### config.mk
export PLATFORM = sky130hd
export DESIGN_NAME = vcrc_regs
export DESIGN_NICKNAME = d
export VERILOG_FILES = /design/src/verilog/vcrc_cap_rom.v /design/src/verilog/vcrc_regs.v
export VERILOG_INCLUDE_DIRS = /design/src /design/src/verilog
export SDC_FILE = /design/constraint.sdc
export NUM_CORES = 1
export LEC_CHECK = 0
export BUFFER_PORTS_ARGS = -buffer_cell sky130_fd_sc_hd__clkbuf_2
export CORE_AREA = 3 3 56 63
export DETAILED_ROUTE_END_ITERATION = 16
export DIE_AREA = 0 0 59 66
export GPL_ROUTABILITY_DRIVEN = 0
export MAX_ROUTING_LAYER = met4
export PLACE_DENSITY = 0.83
export SYNTH_ARGS = -nofsm -noshare
export SYNTH_HDL_FRONTEND = slang
export SYNTH_SLANG_ARGS = --single-unit
export TNS_END_PERCENT = 1
### constraint.sdc
create_clock -name CORE_CLK -period 1.45 [get_ports CORE_CLK]
set_input_delay 0.29 -clock CORE_CLK [delete_from_list [all_inputs] [get_ports CORE_CLK]]
set_output_delay 0.29 -clock CORE_CLK [all_outputs]
set_load 0.02 [all_outputs]
### src/verilog/vcrc_map.vh
// register offsets, field positions and reset values of the channel resource 0 bank
`ifndef VCRC_MAP_VH
`define VCRC_MAP_VH

// ----------------------------------------------------------------------------
// byte addresses
// ----------------------------------------------------------------------------
`define VCRC_ADDR_W          12
`define VCRC_OFF_CAP         12'h210
`define VCRC_OFF_CTL         12'h214

// ----------------------------------------------------------------------------
// capability word fields
// ----------------------------------------------------------------------------
`define VCRC_CAP_ARB_HI      7
`define VCRC_CAP_ARB_LO      0
`define VCRC_CAP_APS_BIT     14
`define VCRC_CAP_RJS_BIT     15
`define VCRC_CAP_MTS_HI      22
`define VCRC_CAP_MTS_LO      16
`define VCRC_CAP_TOF_HI      31
`define VCRC_CAP_TOF_LO      24

// arbitration scheme bits
`define VCRC_ARB_FIXED_RR    8'h01
`define VCRC_ARB_WRR32       8'h02
`define VCRC_ARB_WRR64       8'h04
`define VCRC_ARB_WRR128      8'h08
`define VCRC_ARB_TBWRR128    8'h10
`define VCRC_ARB_WRR256      8'h20

`define VCRC_TOF_UP          8'h02
`define VCRC_TOF_DOWN        8'h00
`define VCRC_MTS_VALUE       7'h00

// ----------------------------------------------------------------------------
// control word fields
// ----------------------------------------------------------------------------
`define VCRC_CTL_MAP_HI      7
`define VCRC_CTL_MAP_LO      0
`define VCRC_MAP_RESET       8'hff
`define VCRC_MAP_WR_MASK     8'hfe

`endif

### src/verilog/vcrc_cap_rom.v
// capability word builder, registered, chosen by port role
`include "vcrc_map.vh"
`default_nettype none

module vcrc_cap_rom (
    input  wire        clk,
    input  wire        rst_n,
    input  wire        is_upstream,
    output reg  [31:0] cap_word_q
);

    // ------------------------------------------------------------------------
    // field values
    // ------------------------------------------------------------------------
    // several schemes are reported at once by or-ing their bits
    wire [7:0] arb_up   = `VCRC_ARB_FIXED_RR | `VCRC_ARB_WRR32;
    wire [7:0] arb_down = `VCRC_ARB_FIXED_RR;
    reg  [31:0] cap_d;

    always @* begin
        cap_d = 32'h0000_0000;
        cap_d[`VCRC_CAP_ARB_HI:`VCRC_CAP_ARB_LO] = is_upstream ? arb_up : arb_down;
        cap_d[`VCRC_CAP_APS_BIT] = 1'b0;
        cap_d[`VCRC_CAP_RJS_BIT] = 1'b0;
        cap_d[`VCRC_CAP_MTS_HI:`VCRC_CAP_MTS_LO] = `VCRC_MTS_VALUE;
        // zero offset tells software no table exists downstream
        cap_d[`VCRC_CAP_TOF_HI:`VCRC_CAP_TOF_LO] =
            is_upstream ? `VCRC_TOF_UP : `VCRC_TOF_DOWN;
    end

    always @(posedge clk or negedge rst_n) begin
        if (!rst_n) begin
            cap_word_q <= 32'h0000_0000;
        end else begin
            cap_word_q <= cap_d;
        end
    end

endmodule // vcrc_cap_rom

`default_nettype wire

### src/verilog/vcrc_regs.v
// channel resource 0 capability and control registers behind an Avalon-MM slave
//
// What this block does
// - capability bits 7:0 read 0x3 upstream, 0x1 downstream, read-only; a read on the first clock after reset sees zero
// - each capability bit names one arbitration scheme, bit 0 to bit 5
// - all supported schemes are reported together, not just one
// - advanced packet switching bit 14 always reads zero
// - snoop rejection bit 15 always reads zero
// - maximum time slots bits 22:16 read zero
// - table offset bits 31:24 read 0x2 upstream, 0x0 downstream; a read on the first clock after reset sees zero
// - only the upstream port has an arbitration table
// - traffic class map resets to 0xff, bit n maps class n here
// - map bit 0 is read-only, bits 1 to 7 are writable
//
// Our own choice: the Avalon-MM interface to the registers.
`include "vcrc_map.vh"
`default_nettype none

module vcrc_regs #(
    parameter UPSTREAM_PORT = 1
) (
    input  wire        CORE_CLK,
    input  wire        RST_N,
    input  wire [11:0] AVS_ADDRESS,
    input  wire        AVS_READ,
    input  wire        AVS_WRITE,
    input  wire [31:0] AVS_WRITEDATA,
    input  wire [3:0]  AVS_BYTEENABLE,
    output reg  [31:0] AVS_READDATA,
    output reg         AVS_WAITREQUEST,
    output reg  [1:0]  AVS_RESPONSE,
    output reg  [7:0]  TRAFFIC_CLASS_MAP
);

    // ------------------------------------------------------------------------
    // local definitions
    // ------------------------------------------------------------------------
    localparam [1:0] RESP_OKAY   = 2'h0;
    localparam [1:0] RESP_DECERR = 2'h3;

    // one-hot handshake states: idle waits a cycle, ack drops waitrequest
    localparam [1:0] ST_IDLE = 2'b01;
    localparam [1:0] ST_ACK  = 2'b10;

    reg  [1:0]  state_q;
    reg  [1:0]  state_d;
    reg  [7:0]  map_q;
    reg  [7:0]  map_d;
    wire [31:0] cap_word;
    wire        is_upstream = (UPSTREAM_PORT != 0);

    function [1:0] addr_hit;
        input [11:0] addr;
        begin
            addr_hit = {addr == `VCRC_OFF_CTL, addr == `VCRC_OFF_CAP};
        end
    endfunction

    wire [1:0] hit = addr_hit(AVS_ADDRESS);
    wire       req = AVS_READ | AVS_WRITE;

    // ------------------------------------------------------------------------
    // capability word
    // ------------------------------------------------------------------------
    vcrc_cap_rom u_cap (
        .clk         (CORE_CLK),
        .rst_n       (RST_N),
        .is_upstream (is_upstream),
        .cap_word_q  (cap_word)
    );

    // ------------------------------------------------------------------------
    // bus handshake
    // ------------------------------------------------------------------------
    // waitrequest is high at rest; a request is answered one cycle later, so
    // the decoded read data are registered before the master samples them
    always @* begin
        case (state_q)
            ST_IDLE: state_d = req ? ST_ACK : ST_IDLE;
            ST_ACK:  state_d = ST_IDLE;
            default: state_d = ST_IDLE;
        endcase
    end

    wire accept = (state_q == ST_IDLE) && req;

    // ------------------------------------------------------------------------
    // traffic class map
    // ------------------------------------------------------------------------
    always @* begin
        map_d = map_q;
        if (accept && AVS_WRITE && hit[1] && AVS_BYTEENABLE[0]) begin
            // bit 0 keeps its value; class 0 always rides on this channel
            map_d = (map_q & ~`VCRC_MAP_WR_MASK) |
                    (AVS_WRITEDATA[`VCRC_CTL_MAP_HI:`VCRC_CTL_MAP_LO] &
                     `VCRC_MAP_WR_MASK);
        end
    end

    always @(posedge CORE_CLK or negedge RST_N) begin
        if (!RST_N) begin
            state_q           <= ST_IDLE;
            map_q             <= `VCRC_MAP_RESET;
            TRAFFIC_CLASS_MAP <= `VCRC_MAP_RESET;
            AVS_WAITREQUEST   <= 1'b1;
            AVS_READDATA      <= 32'h0000_0000;
            AVS_RESPONSE      <= RESP_OKAY;
        end else begin
            state_q           <= state_d;
            map_q             <= map_d;
            TRAFFIC_CLASS_MAP <= map_d;
            AVS_WAITREQUEST   <= ~accept;
            if (accept) begin
                AVS_RESPONSE <= (hit == 2'b00) ? RESP_DECERR : RESP_OKAY;
                if (AVS_READ) begin
                    // upper control bits are outside this bank and read zero
                    AVS_READDATA <= hit[0] ? cap_word :
                                    hit[1] ? {24'h00_0000, map_q} : 32'h0000_0000;
                end else begin
                    AVS_READDATA <= 32'h0000_0000;
                end
            end
        end
    end

    // the select field is checked by software against the capability bits;
    // this bank does not police it

endmodule // vcrc_regs

`default_nettype wire

==> impl_metrics.ini <==
[route]
vias = 731
routed_wl_um = 2010
drtIter0Drc = 5
antenna_left = 0
drc = 0
via_per_inst = 4.540
firstDrtPassIters = 4
post_drt_wl_per_cell_um = 12.48

[min_path]
worstHoldStart = AVS_WRITEDATA[7]
worstHoldPathType = in -> reg

[worst_setup_path]
start_kind = register
path_cells = and4b_1, nand4_4, mux2_4
slowest_delay_ns = 0.56
crit_slowest_cell = dfstp_2
r2r-start = state_q[0]$_DFF_PN1_
path_class = reg -> reg
cp.required_ns = 1.68
critPathTopFamily = flip-flops
worstSetupEndpointType = register
crit_buf_inv = 0
critPathLaunch = state_q[0]$_DFF_PN1_
arrival_ns = 1.64
worstPathMaxFanout = 7

[layout]
mostFrequentLayoutCells = 42 x clkbuf_2, 25 x conb_1, 12 x dfrtp_1
layout_commonest_cell = clkbuf_2
antennaDiodeCount = 0
finalNetCount = 180
area.growth.synth_to_final_pct = 20.61
fillers = 279
drive_gt1_share_pct = 53.54
fin_util_pct = 42.77
layout.cells.non_filler = 161

[cts]
clock-sinks = 20
tritoncts = yes
root_buffer = clkbuf_4
cts_buffer_depth = 2
worstSkewPairLatency_ns = 0.30
htreeDepth = 1
numCtsBuffers = 3
cts_setup_buffers = 0
cts_resized = 0
clkTransAtPathRegs_ns = 0.12

[synth]
synth_cell_types = 22
syn_area_um2 = 1062
async_flop_share_pct = 100.0
synth_edf_count = 0
seq_area_frac_synth_pct = 48.06
yosysWarnings = 0
synth-seq-cells = 20
synthFlopType = dfrtp_1
synthCells = 82
syn_avg_cell_area_um2 = 12.95

[global_routing]
grt_remaining_overflow = 0
track_usage_pct = 10.95
grt_pass1_wl_um = 3208
antenna_found_initial = 0
grt_start_max_net_pins = 21
first_global_vias = 752

[timing]
finalCriticalPeriod_ns = 1.404
timing.final.max_slew_violations = 0
rsz0062_at_grt = true
timing_hold_violations_final = 0
fmax_mhz = 712.1
setup-violations-final = 0
finalClockSkew_ns = 0.006174
post-route-period-util_pct = 96.85

[floorplan]
core-area_um2 = 2995
die_x_um = 59
num_io_pins = 95
rows = 21
start_util_pct = 35.46
dieArea_um2 = 3894
die_y_um = 66

[place]
port_buffers = 42
placed_cells = 156
hpwl_um = 1637

[pwr]
irDropWorstVdd_uv = 661.5
p_per_area_nw_per_um2 = 1054
p_leak_nw = 0.7195

[run]
max_cap_viol_count = 0

[outcome]
status = complete, no violations
==> per-layer routing <==
layer | share of wire (%) | global-route usage (%) | wire length (um)
met4 | 0 | 2.550 | 0
met1 | 38 | 11.69 | 773
met2 | 47 | 20.03 | 954
met5 | 0 | - | 0
met3 | 14 | 2.734 | 282
==> power by group <==
| part | leakage (nW) | internal [mW] | switching, mW |
|---|---|---|---|
| logic | 0.451 | 0.0982 | 0.183 |
| registers | 0.241 | 0.599 | 0.0214 |
| clock network | 0.0279 | 0.279 | 0.170 |
| total | 0.719 | 0.976 | 0.374 |
==> per-stage QoR <==
step,TNS [ns],setup WS [ns],power [mW],hold slack (ns),cell area [um2]
6_report,0,0.04570,1.350,0.2171,1281
5_1_grt,-0.04641,-0.02976,1.416,0.2073,1281
4_1_cts,0,0.02321,1.366,0.2086,1281
3_5_place_dp,0,0.01437,0.9097,0.2728,1219
3_3_place_gp,0,0.04541,0.8995,0.2526,1219
2_1_floorplan,0,0.06873,0.8459,-0.005591,1149
==> synthesized netlist by cell type (2+ instances only) <==
library cell | instances | area share (%)
a22o_1 | 7 | 5.8
a32o_1 | 2 | 1.9
buf_2 | 2 | 0.94
buf_4 | 25 | 18
conb_1 | 2 | 0.71
dfrtp_1 | 12 | 28
dfstp_2 | 8 | 20
inv_1 | 2 | 0.71
mux2_2 | 6 | 6.4
nor2b_1 | 2 | 1.2
nor4b_4 | 3 | 6.7
==> state kept, by name (all words and copies together), names as in the netlist <==
| name | flops |
|---|---|
| AVS_READDATA | 9 |
| map_q | 7 |
| state_q | 2 |
| AVS_RESPONSE | 1 |
| u_cap.cap_word_q | 1 |
==> worst register-to-register path: cells and delay by family, from the launching register on <==
family / cells / cell delay, ns
and+or+nand+nor: 2 / 0.42
DFF: 1 / 0.56
muxes: 1 / 0.35
==> worst paths after layout <==
path                                           endpoint  slack (ns)  cells after the start
max in group asynchronous          map_q[1]$_DFFE_PN1P_        0.61                      2
hold / removal                     map_q[7]$_DFFE_PN1P_        0.22                      2
hold reg to reg            AVS_READDATA[25]$_DFFE_PN0N_        0.52                      1
setup reg to reg                   map_q[6]$_DFFE_PN1P_        0.05                      3
min in group asynchronous   AVS_READDATA[3]$_DFFE_PN0N_        0.48                      2
setup / recovery                   map_q[6]$_DFFE_PN1P_        0.05                      3
==> timing repair <==
item,CTS,global route
setup endpoints to repair,0,4
endpoints found under the hold margin,12,0
hold buffers,1,0
==> cell families after synthesis <==
logic type	after synthesis	synth area share [%]
and+or+nand+nor	11	13.66
other	2	0.7070
AOI/OAI and AO/OA	12	9.541
muxes	8	8.715
buffers and inverters	29	19.32
DFF	20	48.06
==> final cells by class <==
type | count | area, um2 | area share (%)
inverter | 2 | 7.507 | 0.5859
sequential | 20 | 510.5 | 39.84
clock buffer | 3 | 22.52 | 1.758
tap | 34 | 42.54 | 3.320
timing repair buffer | 45 | 235.2 | 18.36
multi-input combinational | 56 | 432.9 | 33.79
clock inverter | 1 | 30.03 | 2.344
(Power assumes the default switching activity.)
